File: src/rtl/pbc_pkg.sv
// Constants for the second loop's input select and holdover control block
package pbc_pkg;

	// ----------------------------------------
	// Register map
	// ----------------------------------------
	localparam int PBC_NUM_REGS = 32;
	localparam logic [15:0] PBC_OFS_ACTIVE = 16'h0507;
	localparam logic [15:0] PBC_OFS_BW_APPLY = 16'h0514;
	localparam logic [15:0] PBC_OFS_HIST_DELAY = 16'h052f;
	localparam logic [15:0] PBC_OFS_HIST_STATUS = 16'h053f;
	// Storable registers: offset, writable bits, reset value
	localparam logic [15:0] PBC_REG_OFS [PBC_NUM_REGS] = '{
		16'h052a, 16'h052b, 16'h052c, 16'h052e, 16'h0531, 16'h0532, 16'h0533, 16'h0534,
		16'h0535, 16'h0536, 16'h0537, 16'h0538, 16'h0539, 16'h053a, 16'h053b, 16'h053c,
		16'h053d, 16'h053e, 16'h0542, 16'h0543, 16'h0544, 16'h0545, 16'h0588, 16'h0589,
		16'h059b, 16'h059d, 16'h059e, 16'h059f, 16'h05a0, 16'h05a1, 16'h05a2, 16'h05a6};
	localparam logic [7:0] PBC_REG_MASK [PBC_NUM_REGS] = '{
		8'h0f, 8'h03, 8'hf9, 8'h1f, 8'h1f, 8'hff, 8'hff, 8'hff,
		8'h01, 8'h07, 8'hff, 8'h77, 8'h77, 8'h0f, 8'hff, 8'h03,
		8'h1f, 8'h1f, 8'hff, 8'hff, 8'h03, 8'h02, 8'h0f, 8'hff,
		8'hf6, 8'h3f, 8'h3f, 8'h3f, 8'h3f, 8'h3f, 8'h3f, 8'h0f};
	localparam logic [7:0] PBC_REG_RST [PBC_NUM_REGS] = '{
		8'h00, 8'h00, 8'h08, 8'h00, 8'h00, 8'h00, 8'h00, 8'h00,
		8'h00, 8'h00, 8'h00, 8'h00, 8'h00, 8'h02, 8'h00, 8'h00,
		8'h00, 8'h00, 8'h00, 8'h00, 8'h00, 8'h00, 8'h00, 8'h00,
		8'h00, 8'h00, 8'h00, 8'h00, 8'h00, 8'h00, 8'h00, 8'h00};

	// Indexes of the storable registers the logic reads
	localparam int PBC_IX_INSEL = 0;
	localparam int PBC_IX_FASTLOCK = 1;
	localparam int PBC_IX_HOLD = 2;
	localparam int PBC_IX_HIST_LEN = 3;
	localparam int PBC_IX_FORCE_HOLD = 8;
	localparam int PBC_IX_SWITCH = 9;
	localparam int PBC_IX_MASKS = 10;
	localparam int PBC_IX_PRIO01 = 11;
	localparam int PBC_IX_PRIO23 = 12;
	localparam int PBC_IX_THR_LO = 14;
	localparam int PBC_IX_THR_HI = 15;
	localparam int PBC_IX_EXIT_BW0 = 25;
	localparam int PBC_EXIT_BW_REGS = 6;

	// ----------------------------------------
	// Field positions
	// ----------------------------------------
	localparam int PBC_INSEL_REGCTRL_BIT = 0;
	localparam int PBC_INSEL_CHOICE_LSB = 1;
	localparam int PBC_FL_AUTO_BIT = 0;
	localparam int PBC_FL_MAN_BIT = 1;
	localparam int PBC_HOLD_EXIT_BW_BIT = 4;
	localparam int PBC_FORCE_HOLD_BIT = 0;
	localparam int PBC_PBO_BIT = 2;
	localparam int PBC_OOF_MASK_LSB = 4;
	localparam int PBC_PRIO_HI_LSB = 4;
	localparam int PBC_BW_APPLY_BIT = 0;
	localparam int PBC_ST_VALID_BIT = 1;
	localparam int PBC_ST_FASTLOCK_BIT = 2;
	localparam int PBC_ACTIVE_LSB = 6;

	// ----------------------------------------
	// Codes and timing
	// ----------------------------------------
	localparam logic [1:0] PBC_MODE_MANUAL = 2'h0;
	localparam logic [1:0] PBC_MODE_NONREV = 2'h1;
	localparam logic [1:0] PBC_MODE_REV = 2'h2;
	localparam logic [2:0] PBC_PRIO_BEST = 3'h1;
	localparam logic [2:0] PBC_PRIO_WORST = 3'h4;
	localparam int PBC_CLK_PERIOD_NS = 8;
	localparam int PBC_HIST_TICK_NS = 268;
	localparam int PBC_HIST_TICK_CYC = (PBC_HIST_TICK_NS + PBC_CLK_PERIOD_NS - 1) / PBC_CLK_PERIOD_NS;

	typedef enum logic [1:0] {
		PBC_ST_TRACK = 2'b00,
		PBC_ST_HOLD = 2'b01,
		PBC_ST_FREERUN = 2'b10
	} pbc_state_t;

endpackage : pbc_pkg
File: src/rtl/pbc_ctrl.sv
// Input selection, fastlock and holdover control for the second loop
`timescale 1ns/10ps
`default_nettype none

// Operation
// RULE1 - Bits 3:1 pick input 0-3 manually; bit 0 picks pins or register
// RULE2 - Auto fastlock enable uses fast bandwidth while unlocked, unless manual fastlock set
// RULE3 - Manual fastlock bit forces fast bandwidth regardless of lock
// RULE4 - Software keeps holdover ramp bypass bit set in normal operation
// RULE5 - Leaving holdover uses fast bandwidth if exit bit is 0, else normal
// RULE6 - History averages over ((2^LEN)-1) times 268 ns
// RULE7 - Averaging window pushed back by (2^DELAY) times 268 ns on holdover entry
// RULE8 - Force holdover bit puts loop into holdover unconditionally; code enters free-run instead while history is not valid
// RULE9 - Switching mode: manual, automatic non-revertive, automatic revertive
// RULE10 - Switch control bit 2 turns phase build-out on for hitless switching
// RULE11 - Mask bit n removes input n loss-of-signal alarm from selection
// RULE12 - Mask bit n+4 removes input n off-frequency alarm from selection
// RULE13 - Unmasked alarms also drive holdover entry
// RULE14 - Each input has a 3-bit priority, 0 none, 1 to 4 ranks
// RULE15 - Software leaves hitless mode field at 2
// RULE16 - Phase threshold is 10 bits split low byte and bits 9:8
// RULE17 - History valid reads 1 when holdover is possible, else free-run
// RULE18 - History accumulation stops in holdover or free-run
// RULE19 - Valid input again clears history and restarts accumulation
// RULE20 - Status bit 2 reads 1 while fast bandwidth is used
// RULE21 - Bandwidth parameters take effect only on apply strobe or full soft reset
// RULE22 - Active input field bits 7:6 reports the input in use
module pbc_ctrl #(
	parameter logic [4:0] HIST_DELAY = 5'h00
) (
	input wire logic clk_sys,
	input wire logic resetn,
	input wire logic [15:0] reg_addr,
	input wire logic [7:0] reg_wdata,
	input wire logic reg_wr,
	input wire logic reg_rd,
	output logic [7:0] reg_rdata,
	output logic reg_rvalid,
	input wire logic [1:0] sel_pins,
	input wire logic [3:0] signal_loss_alarm,
	input wire logic [3:0] off_frequency_alarm,
	input wire logic loop_locked,
	input wire logic soft_reset_all,
	output logic [1:0] active_input_report,
	output logic hold_state,
	output logic freerun_state,
	output logic quick_acquire_active_flag,
	output logic history_valid_flag,
	output logic phase_buildout_enable,
	output logic [9:0] phase_measure_threshold,
	output logic [8*pbc_pkg::PBC_EXIT_BW_REGS-1:0] hold_exit_bw_applied,
	output logic bandwidth_apply_pulse
);
	import pbc_pkg::*;

	// ----------------------------------------
	// Input synchronisers
	// ----------------------------------------
	logic [10:0] sync_meta;
	logic [10:0] sync_out;
	logic [1:0] pins_s;
	logic [3:0] los_s;
	logic [3:0] oof_s;
	logic lock_s;

	// Pins and alarms are asynchronous to clk_sys
	always_ff @(posedge clk_sys) begin
		if (!resetn) begin
			sync_meta <= 11'h000;
			sync_out <= 11'h000;
		end else begin
			sync_meta <= {loop_locked, off_frequency_alarm, signal_loss_alarm, sel_pins};
			sync_out <= sync_meta;
		end
	end
	assign {lock_s, oof_s, los_s, pins_s} = sync_out;

	// ----------------------------------------
	// Register file
	// ----------------------------------------
	logic [7:0] regs [PBC_NUM_REGS];
	logic [7:0] next_regs [PBC_NUM_REGS];
	logic bw_strobe;

	// Writes keep only implemented bits so reserved bits read as zero
	always_comb begin
		for (int i = 0; i < PBC_NUM_REGS; i++) begin
			next_regs[i] = regs[i];
			if (reg_wr && reg_addr == PBC_REG_OFS[i]) begin
				next_regs[i] = reg_wdata & PBC_REG_MASK[i];
			end
		end
	end

	always_ff @(posedge clk_sys) begin
		for (int i = 0; i < PBC_NUM_REGS; i++) begin
			if (!resetn) begin
				regs[i] <= PBC_REG_RST[i];
			end else begin
				regs[i] <= next_regs[i];
			end
		end
	end

	// Self-clearing apply bit: never stored, only pulses
	assign bw_strobe = reg_wr && reg_addr == PBC_OFS_BW_APPLY && reg_wdata[PBC_BW_APPLY_BIT]; // RULE21

	// Field views
	logic sel_by_reg, auto_en, forced_fl, exit_bw_choice, force_hold_state;
	logic [2:0] manual_input_choice;
	logic [4:0] hist_len;
	logic [1:0] input_switching_mode;
	logic [3:0] signal_loss_alarm_mask, off_frequency_alarm_mask;
	logic [2:0] rank [4];

	assign sel_by_reg = regs[PBC_IX_INSEL][PBC_INSEL_REGCTRL_BIT]; // RULE1
	assign manual_input_choice = regs[PBC_IX_INSEL][PBC_INSEL_CHOICE_LSB +: 3]; // RULE1
	assign auto_en = regs[PBC_IX_FASTLOCK][PBC_FL_AUTO_BIT];
	assign forced_fl = regs[PBC_IX_FASTLOCK][PBC_FL_MAN_BIT];
	assign exit_bw_choice = regs[PBC_IX_HOLD][PBC_HOLD_EXIT_BW_BIT];
	assign hist_len = regs[PBC_IX_HIST_LEN][4:0];
	assign force_hold_state = regs[PBC_IX_FORCE_HOLD][PBC_FORCE_HOLD_BIT];
	assign input_switching_mode = regs[PBC_IX_SWITCH][1:0];
	assign signal_loss_alarm_mask = regs[PBC_IX_MASKS][3:0];
	assign off_frequency_alarm_mask = regs[PBC_IX_MASKS][PBC_OOF_MASK_LSB +: 4];
	assign rank[0] = regs[PBC_IX_PRIO01][2:0]; // RULE14
	assign rank[1] = regs[PBC_IX_PRIO01][PBC_PRIO_HI_LSB +: 3]; // RULE14
	assign rank[2] = regs[PBC_IX_PRIO23][2:0]; // RULE14
	assign rank[3] = regs[PBC_IX_PRIO23][PBC_PRIO_HI_LSB +: 3]; // RULE14

	// ----------------------------------------
	// Input qualification and choice
	// ----------------------------------------
	logic [3:0] qualified;
	logic best_ok;
	logic [1:0] best_in;
	logic [2:0] best_rank;
	logic [1:0] want_in;
	logic want_ok;

	// Masked alarms are ignored; an unmasked one disqualifies the input
	assign qualified = ~(los_s & ~signal_loss_alarm_mask) & ~(oof_s & ~off_frequency_alarm_mask); // RULE11 RULE12

	// Lowest nonzero code wins; ties go to the lower input; reserved codes never win
	always_comb begin
		best_ok = 1'b0;
		best_in = 2'h0;
		best_rank = PBC_PRIO_WORST;
		for (int n = 0; n < 4; n++) begin
			if (qualified[n] && rank[n] >= PBC_PRIO_BEST && rank[n] <= PBC_PRIO_WORST
					&& (!best_ok || rank[n] < best_rank)) begin // RULE14
				best_ok = 1'b1;
				best_in = n[1:0];
				best_rank = rank[n];
			end
		end
	end

	// Target input per switching mode; reserved codes hold the current input
	always_comb begin
		want_in = active_input_report;
		case (input_switching_mode) // RULE9
			PBC_MODE_MANUAL: begin
				if (!sel_by_reg) begin
					want_in = pins_s;
				end else if (!manual_input_choice[2]) begin
					want_in = manual_input_choice[1:0]; // RULE1
				end
			end
			PBC_MODE_NONREV: begin
				if (!qualified[active_input_report] && best_ok) begin
					want_in = best_in;
				end
			end
			PBC_MODE_REV: begin
				if (best_ok) begin
					want_in = best_in;
				end
			end
			default: begin
				want_in = active_input_report;
			end
		endcase
	end
	assign want_ok = qualified[want_in]; // RULE13

	// ----------------------------------------
	// Loop state, history and fastlock
	// ----------------------------------------
	pbc_state_t state;
	pbc_state_t next_state;
	logic [1:0] next_active;
	logic [5:0] tick_cnt, next_tick_cnt;
	logic [31:0] hist_cnt, next_hist_cnt;
	logic [32:0] hist_need;
	logic next_valid, exit_fast, next_exit_fast, next_fl, tick;

	// One tick per 268 ns history quantum, rounded up to whole cycles
	assign tick = tick_cnt == 6'(PBC_HIST_TICK_CYC - 1);
	// Span needed: the averaging window plus the pushed-back delay
	assign hist_need = 33'((33'h1 << hist_len) - 33'h1) + 33'(33'h1 << HIST_DELAY); // RULE6 RULE7

	always_comb begin
		next_state = state;
		next_active = active_input_report;
		next_tick_cnt = tick ? 6'h00 : tick_cnt + 6'h01;
		next_hist_cnt = hist_cnt;
		next_exit_fast = exit_fast;
		case (state)
			PBC_ST_TRACK: begin
				if (force_hold_state || !want_ok) begin // RULE8 RULE13
					next_state = history_valid_flag ? PBC_ST_HOLD : PBC_ST_FREERUN; // RULE17
				end else if (want_in != active_input_report) begin
					next_active = want_in;
					next_hist_cnt = 32'h0000_0000; // RULE19
				end else if (tick && hist_cnt != 32'hffff_ffff) begin
					next_hist_cnt = hist_cnt + 32'h0000_0001;
				end
			end
			PBC_ST_HOLD, PBC_ST_FREERUN: begin
				// Accumulation frozen here
				if (!force_hold_state && want_ok) begin // RULE18
					next_state = PBC_ST_TRACK;
					next_active = want_in;
					next_hist_cnt = 32'h0000_0000; // RULE19
					if (state == PBC_ST_HOLD && !exit_bw_choice) begin
						next_exit_fast = 1'b1; // RULE5
					end
				end
			end
			default: begin
				next_state = PBC_ST_FREERUN;
			end
		endcase
		// Exit fastlock ends once locked in tracking; it is only ever set while leaving holdover
		if (exit_fast && lock_s && state == PBC_ST_TRACK) begin
			next_exit_fast = 1'b0;
		end
		next_valid = {1'b0, next_hist_cnt} >= hist_need; // RULE17
		next_fl = forced_fl || (auto_en && !lock_s) || next_exit_fast; // RULE2 RULE3 RULE5
	end

	always_ff @(posedge clk_sys) begin
		if (!resetn) begin
			state <= PBC_ST_FREERUN;
			active_input_report <= 2'h0;
			tick_cnt <= 6'h00;
			hist_cnt <= 32'h0000_0000;
			history_valid_flag <= 1'b0;
			exit_fast <= 1'b0;
			quick_acquire_active_flag <= 1'b0;
			hold_state <= 1'b0;
			freerun_state <= 1'b1;
		end else begin
			state <= next_state;
			active_input_report <= next_active; // RULE22
			tick_cnt <= next_tick_cnt;
			hist_cnt <= next_hist_cnt;
			history_valid_flag <= next_valid;
			exit_fast <= next_exit_fast;
			quick_acquire_active_flag <= next_fl; // RULE20
			hold_state <= next_state == PBC_ST_HOLD;
			freerun_state <= next_state == PBC_ST_FREERUN;
		end
	end

	// ----------------------------------------
	// Config outputs and bandwidth apply
	// ----------------------------------------
	logic [8*PBC_EXIT_BW_REGS-1:0] next_bw;

	// Exit bandwidth copies only on the apply strobe or full soft reset
	always_comb begin
		next_bw = hold_exit_bw_applied;
		if (bw_strobe || soft_reset_all) begin
			for (int k = 0; k < PBC_EXIT_BW_REGS; k++) begin
				next_bw[8*k +: 8] = regs[PBC_IX_EXIT_BW0 + k]; // RULE21
			end
		end
	end

	always_ff @(posedge clk_sys) begin
		if (!resetn) begin
			hold_exit_bw_applied <= '0;
			bandwidth_apply_pulse <= 1'b0;
			phase_buildout_enable <= 1'b0;
			phase_measure_threshold <= 10'h000;
		end else begin
			hold_exit_bw_applied <= next_bw;
			bandwidth_apply_pulse <= bw_strobe || soft_reset_all; // RULE21
			phase_buildout_enable <= regs[PBC_IX_SWITCH][PBC_PBO_BIT]; // RULE10
			phase_measure_threshold <= {regs[PBC_IX_THR_HI][1:0], regs[PBC_IX_THR_LO]}; // RULE16
		end
	end

	// ----------------------------------------
	// Read path
	// ----------------------------------------
	logic [7:0] next_rdata;

	// Unmapped addresses read zero
	always_comb begin
		next_rdata = 8'h00;
		for (int i = 0; i < PBC_NUM_REGS; i++) begin
			if (reg_addr == PBC_REG_OFS[i]) begin
				next_rdata = regs[i];
			end
		end
		if (reg_addr == PBC_OFS_ACTIVE) begin
			next_rdata = 8'(active_input_report) << PBC_ACTIVE_LSB; // RULE22
		end
		if (reg_addr == PBC_OFS_HIST_DELAY) begin
			next_rdata = {3'h0, HIST_DELAY};
		end
		if (reg_addr == PBC_OFS_HIST_STATUS) begin
			next_rdata = (8'(quick_acquire_active_flag) << PBC_ST_FASTLOCK_BIT)
				| (8'(history_valid_flag) << PBC_ST_VALID_BIT); // RULE17 RULE20
		end
	end

	always_ff @(posedge clk_sys) begin
		if (!resetn) begin
			reg_rdata <= 8'h00;
			reg_rvalid <= 1'b0;
		end else begin
			reg_rdata <= reg_rd ? next_rdata : reg_rdata;
			reg_rvalid <= reg_rd;
		end
	end
endmodule : pbc_ctrl
`default_nettype wire

File: config.mk
export PLATFORM = sky130hd
export DESIGN_NAME = pbc_ctrl
export DESIGN_NICKNAME = d
export VERILOG_FILES = /design/src/rtl/pbc_pkg.sv /design/src/rtl/pbc_ctrl.sv
export SDC_FILE = /design/constraint.sdc
export NUM_CORES = 1
export LEC_CHECK = 0
export BUFFER_PORTS_ARGS = -buffer_cell sky130_fd_sc_hd__buf_4
export CAP_MARGIN = 10
export CORE_UTILIZATION = 35
export CTS_BUF_LIST = sky130_fd_sc_hd__clkbuf_4 sky130_fd_sc_hd__clkbuf_8 sky130_fd_sc_hd__clkbuf_16
export CTS_CLUSTER_DIAMETER = 60
export CTS_CLUSTER_SIZE = 16
export DETAILED_ROUTE_END_ITERATION = 10
export PLACE_DENSITY_LB_ADDON = 0.3
export SLEW_MARGIN = 20
export SYNTH_ARGS = -nofsm -noshare
export SYNTH_HDL_FRONTEND = slang
export SYNTH_SLANG_ARGS = --single-unit
export TNS_END_PERCENT = 100
File: constraint.sdc
create_clock -name clk_sys -period 15.5 [get_ports clk_sys]
set_input_delay 0.775 -clock clk_sys [delete_from_list [all_inputs] [get_ports clk_sys]]
set_output_delay 0.775 -clock clk_sys [all_outputs]
set_load 0.1 [all_outputs]
Yosys cells after proc, flatten, opt, wreduce, memory -nomap -nowiden
Memory sizes are Yosys's and may differ from the RTL's.
Index checks and enable logic that the tools add are counted.
{"block": "totals", "mem_bits_rw": 256, "regBits": 138, "mem_count": 1, "out_inout_bits": 75}
{"memory": "regs", "depth": 32, "width": 8, "read_ports": 32, "rd_clocked_by_memory_dff": 0, "wr": 32, "line": "pbc_ctrl.sv:81", "rtl": "logic [7:0] regs [PBC_NUM_REGS];"}
{"block": "op_classes", "n_lt_le_gt_ge": 14, "eq_ne": 48, "n_reduce_logical": 73, "n_mux": 137, "bitwise": 41, "add_sub_neg": 4, "shift": 1}
{"cell": "two-way mux 8 bit", "n": 99}
{"cell": "== test 16 x 11 -> 1 bit, second input constant", "n": 36}
{"cell": "two-way mux 32 bit", "n": 4}
{"cell": "one-hot mux 32 bit (2 select lines)", "n": 1}
{"cell": "logical AND 1 bit", "n": 52}
{"cell": "adder 33 x 1 -> 33 bit, second input constant", "n": 1}
{"cell": "greater-or-equal comparator 32 x 33 -> 1 bit", "n": 1}
{"cell": "<< shifter 1 x 5 -> 33 bit, first input constant", "n": 1}
{"cell": "subtractor 33 x 1 -> 33 bit, second input constant", "n": 1}
{"cell": "adder 32 x 1 -> 32 bit, second input constant", "n": 1}
{"cell": "inequality test 32 bit, second input constant", "n": 1}
{"cell": "bitwise OR 1 bit", "n": 32}
{"cell": "two-way mux 2 bit", "n": 12}
{"cell": "inverter 4 bit", "n": 4}
{"cell": "two-way mux 1 bit", "n": 13}
{"cell": "AND 4 bit", "n": 3}
{"cell": "greater-or-equal comparator 3 x 1 -> 1 bit, second input constant", "n": 4}
{"cell": "less-or-equal comparator 3 bit, second input constant", "n": 4}
{"cell": "< comparator 3 bit", "n": 3}
{"cell": "two-way mux 3 bit", "n": 3}
{"cell": "zero test 1 bit", "n": 8}
{"cell": "one-hot mux 2 bit (2 select lines)", "n": 2}
{"cell": "logical OR 1 bit", "n": 7}
{"cell": "adder 6 x 1 -> 6 bit, second input constant", "n": 1}
{"cell": "other kinds (14)", "n": 24}

Logic depth before layout (Yosys ltp)
{"block": "logic_depth", "word_depth": 36, "depth_mapped": 45, "mapped_depth_nobuf": 42}

Worst setup path after synthesis
No wires, ideal clock.
{"block": "synth_path", "path_kind": "register -> register", "start": "mem regs[10][4], in the netlist regs[0][84]", "end": "reg history_valid_flag", "setup_ps": 125, "synth_period_minus_slack_ps": 7288, "stages_incl_launch_ff": 39, "n_path_buf": 1, "t_required_ps": 15375, "arrival_time_ps": 7162, "path_slack_ps": 8212, "path_cell_list": "dfxtp_1 -> nand2b_1 -> nand2_1 -> nor2_1 -> nand2_1 -> ha_1 -> or4b_4 -> a21oi_2 -> o21bai_2 -> o21ai_0 -> ha_1 -> a21oi_1 -> a21oi_1 -> a211oi_2 -> mux2_2 -> ha_1 -> o21a_1 -> nor4b_1 -> [3 not listed] -> nand3_2 -> nor3_1 -> clkbuf_1 -> nand4_1 -> nand3_1 -> ha_1 -> nor2b_1 -> o21a_1 -> o21a_1 -> o21a_1 -> o21a_1 -> o21a_1 -> o21ai_0 -> nand2b_1 -> a21oi_1 -> nor3_1 -> o21ai_0 -> a31oi_1"}
{"item": "start: declaration", "line": "pbc_ctrl.sv:81"}
{"item": "end signal: assignment", "line": "pbc_ctrl.sv:259", "rtl": "history_valid_flag <= next_valid;"}
{"item": "end: declaration", "line": "pbc_ctrl.sv:48", "rtl": "output logic history_valid_flag,"}

==> results.sh <==
export IMPL_run_status="finished, final reports clean"
export IMPL_flow_area_growth_from_synthesis_pct=15.0
export IMPL_timing_slew_headroom_pct=27.1
export IMPL_hpwlAfterDp_mm=35.0
export IMPL_timing_hold_ws_ps=425
export IMPL_crit_path_frequent_cell="o21a_1"
export IMPL_floorplan_die_area_um2=44500
export IMPL_routed_wirelength_mm=51.2
export IMPL_hp_class="reg -> reg"
export IMPL_worstPathMaxFanout=37
export IMPL_antennaDiodeCount=0
export IMPL_clock_skew_final_ps=22.8
export IMPL_largest_net_degree_at_the_start_of_global_routing=103
export IMPL_grt_setup_unrepaired="no"
export IMPL_cts_reportedPaths_clkPinSlew_ps=70
export IMPL_final_common_cell="nand2_1"
export IMPL_synth_yosys_warnings=0
export IMPL_cts_repair_resize_count=0
export IMPL_placementRows=76
export IMPL_layout_setup_ws_ps=7130
export IMPL_grt_pass1_vias=14100
export IMPL_syn_avg_cell_area_um2=7.63
export IMPL_place_gp_congestion=0.910
export IMPL_power_leakage_nw=6.20
export IMPL_core_um2=43100
export IMPL_floorplan_io_pins=115
export IMPL_grt_first_pass_wirelength_mm=80.1
export IMPL_synth_ff_type="dfxtp_1"
export IMPL_drc=0
export IMPL_synth_enable_flop_cells=0
export IMPL_p_sw_mw=0.479
export IMPL_cts_hold_buffers=0
export IMPL_largest_incremental_delay_on_the_critical_path_ps=700
export IMPL_grt_antenna_before_repair=0
export IMPL_setup_viol_count_final=0
export IMPL_pre_cts_ws_ps=7250
export IMPL_cap_violations=0
export IMPL_design_power_total_mw=1.78
export IMPL_type_of_element_capturing_the_critical_path="flip-flop"
export IMPL_antenna_violating_nets_post_route=0
export IMPL_routedWlPerCell_um=19.4
export IMPL_fraction_of_power_consumed_by_combinational_cells_pct=7.7
export IMPL_synth_ff_latch_count=297
export IMPL_grtUsageTotal_pct=22.8
export IMPL_synth_async_sr_flop_share_pct=0
export IMPL_routed_via_density=5.76
export IMPL_fillers=4425
export IMPL_power_share_sequential_pct=43.4
export IMPL_power_density_cell_area_nw_per_um2=101
export IMPL_mappedNetlistArea_um2=15300
export IMPL_layout_cells_most_common_list="nand2_1, dfxtp_1, a21oi_1"
export IMPL_ys_seq_area_share_pct=38.9
export IMPL_setup_worst_path_start_class="flip-flop"
export IMPL_max_clock_freq_mhz=120
export IMPL_critPathKind="reg -> reg"
export IMPL_crit_slowest_cell="o32ai_2"
export IMPL_cts_tree="yes"
export IMPL_period_utilization_post_route_pct=54.0
export IMPL_sw_frac_of_total_pct=26.9
export IMPL_stdcell_area_um2=17600
export IMPL_detailroute_via_count=15200
export IMPL_drt_iter0_markers=1289
export IMPL_cts_setup_buffers=0
export IMPL_grt_remaining_overflow=0
export IMPL_clkLatencyLatePin_ps=550
export IMPL_report_final_hold_viol_count=0
export IMPL_placed_standard_cell_area_um2=16400
export IMPL_tritoncts_num_buffers=34
export IMPL_final_period_minus_worst_setup_slack_ps=8370
export IMPL_final_layout_size_suffix_gt1_share_pct=10.4
export IMPL_vdd_drop_max_mv=0.0807
export IMPL_final_setup_tns_ps=0
export IMPL_layout_nets=2109
export IMPL_max_slew_worst_pin_slew_ps=1090
export IMPL_clockPowerShare_pct=48.9
export IMPL_timing_max_transition_violations_final=0
export IMPL_clock_tree_root_cell="clkbuf_16"
export IMPL_syn_instance_count=2005
export IMPL_worstPathArrival_ps=8790
export IMPL_intPower_mw=1.30
export IMPL_fp_dieW_um=211
export IMPL_initial_core_util_pct=35.5
export IMPL_cts_sinks=297
export IMPL_cts_root_to_sink_buffers=3
export IMPL_cts_max_level=2
export IMPL_detail_route_first_pass_iterations=5
export IMPL_yosys_cell_types_count=88
export IMPL_port_buffer_count=102
export IMPL_dieHeight_um=211
export IMPL_required_ps=15930
[synth_stat cells (18+ instances only)]
master	instances	area [um^2]
o21a_1	19	143
dfxtp_1	297	5950
clkbuf_1	126	473
and3_1	18	113
nand2_1	385	1450
nand2b_1	20	125
or4_1	18	135
o21ai_0	38	190
and2_1	47	294
or3_1	20	125
nand4_1	25	156
mux2i_1	28	280
nor2_1	111	417
a31oi_1	19	119
nor3_1	27	135
inv_1	43	161
nand3_1	198	991
a21oi_1	242	1210
ha_1	44	551
a21o_1	18	135
[area by class of cell]
type                       instances  area, um^2  share of cell area [%]
multi-input combinational       1526        8610                    49.0
tap                              585         732                    4.16
sequential                       297        5950                    33.8
timing repair buffer             123         923                    5.25
inverter                          43         166                   0.946
clock buffer                      41         956                    5.43
clock inverter                    19         255                    1.45
[cells by family (layout without fill, tap and decap cells)]
| kind of cell | after synthesis | after routing | synth area share, % |
|---|---|---|---|
| and+or+nand+nor | 927 | 927 | 28.6 |
| AOI/OAI and AO/OA | 506 | 506 | 21.2 |
| DFF | 297 | 297 | 38.9 |
| buffers and inverters | 193 | 226 | 5.20 |
| adders and majority gates | 44 | 44 | 3.60 |
| muxes | 33 | 33 | 2.27 |
| xor gates and xnor gates | 4 | 4 | 0.229 |
| other | 1 | 12 | 0.0245 |
[registers in the layout, summed over array words and instances, names as in the netlist, 6 cells and up]
name / cells
hist_cnt: 32
hold_exit_bw_applied: 36
phase_measure_threshold: 10
reg_rdata: 8
regs: 171
sync_meta: 11
sync_out: 11
tick_cnt: 6
[worst paths after layout]
check / from / endpoint / slack [ps] / cells past startpoint
worst max-delay path: regs[0][84] / history_valid_flag / 7130 / 40
worst min-delay path: sync_meta[1] / sync_out[1] / 430 / 1
worst max register to register: regs[0][84] / history_valid_flag / 7130 / 40
worst min register to register: sync_meta[1] / sync_out[1] / 430 / 1
[routing by layer]
layer / part of all wire [%] / up-vias / routed length [um] / track usage (%)
li1: - / 7208 / - / -
met1: 44 / 7274 / 22400 / 31.0
met2: 45 / 582 / 23200 / 35.8
met3: 7.4 / 115 / 3770 / 3.39
met4: 3.5 / 0 / 1810 / 9.50
met5: 0 / - / 0 / 0
[through the flow]
step	std cells	util, %
floorplan	2016	-
finish	2634	40.8
detailed placement	2574	38.0
CTS	2634	40.8
global placement	2574	38.0
global route	2634	40.8
[power groups by stage]
stage                     logic, mW  clock network (mW)  registers, mW
after floorplan              0.0869                   0          0.802
after global placement        0.134                   0          0.791
after detailed placement      0.135                   0          0.791
after CTS                     0.135               0.889          0.774
after global routing          0.145               0.918          0.774
final                         0.137               0.872          0.774
[worst max-delay path: cells and delay by family, from the launching register on]
| kind | cells | cell delay [ps] |
|---|---|---|
| buffers and inverters | 1 | 350 |
| multiplexers | 1 | 390 |
| AND/OR/NAND/NOR | 13 | 2120 |
| flip-flops | 1 | 340 |
| AO/OA/AOI/OAI | 21 | 4030 |
| adder cells (fa/ha/maj) | 4 | 960 |
No activity file was read; power rests on OpenSTA's default activity.
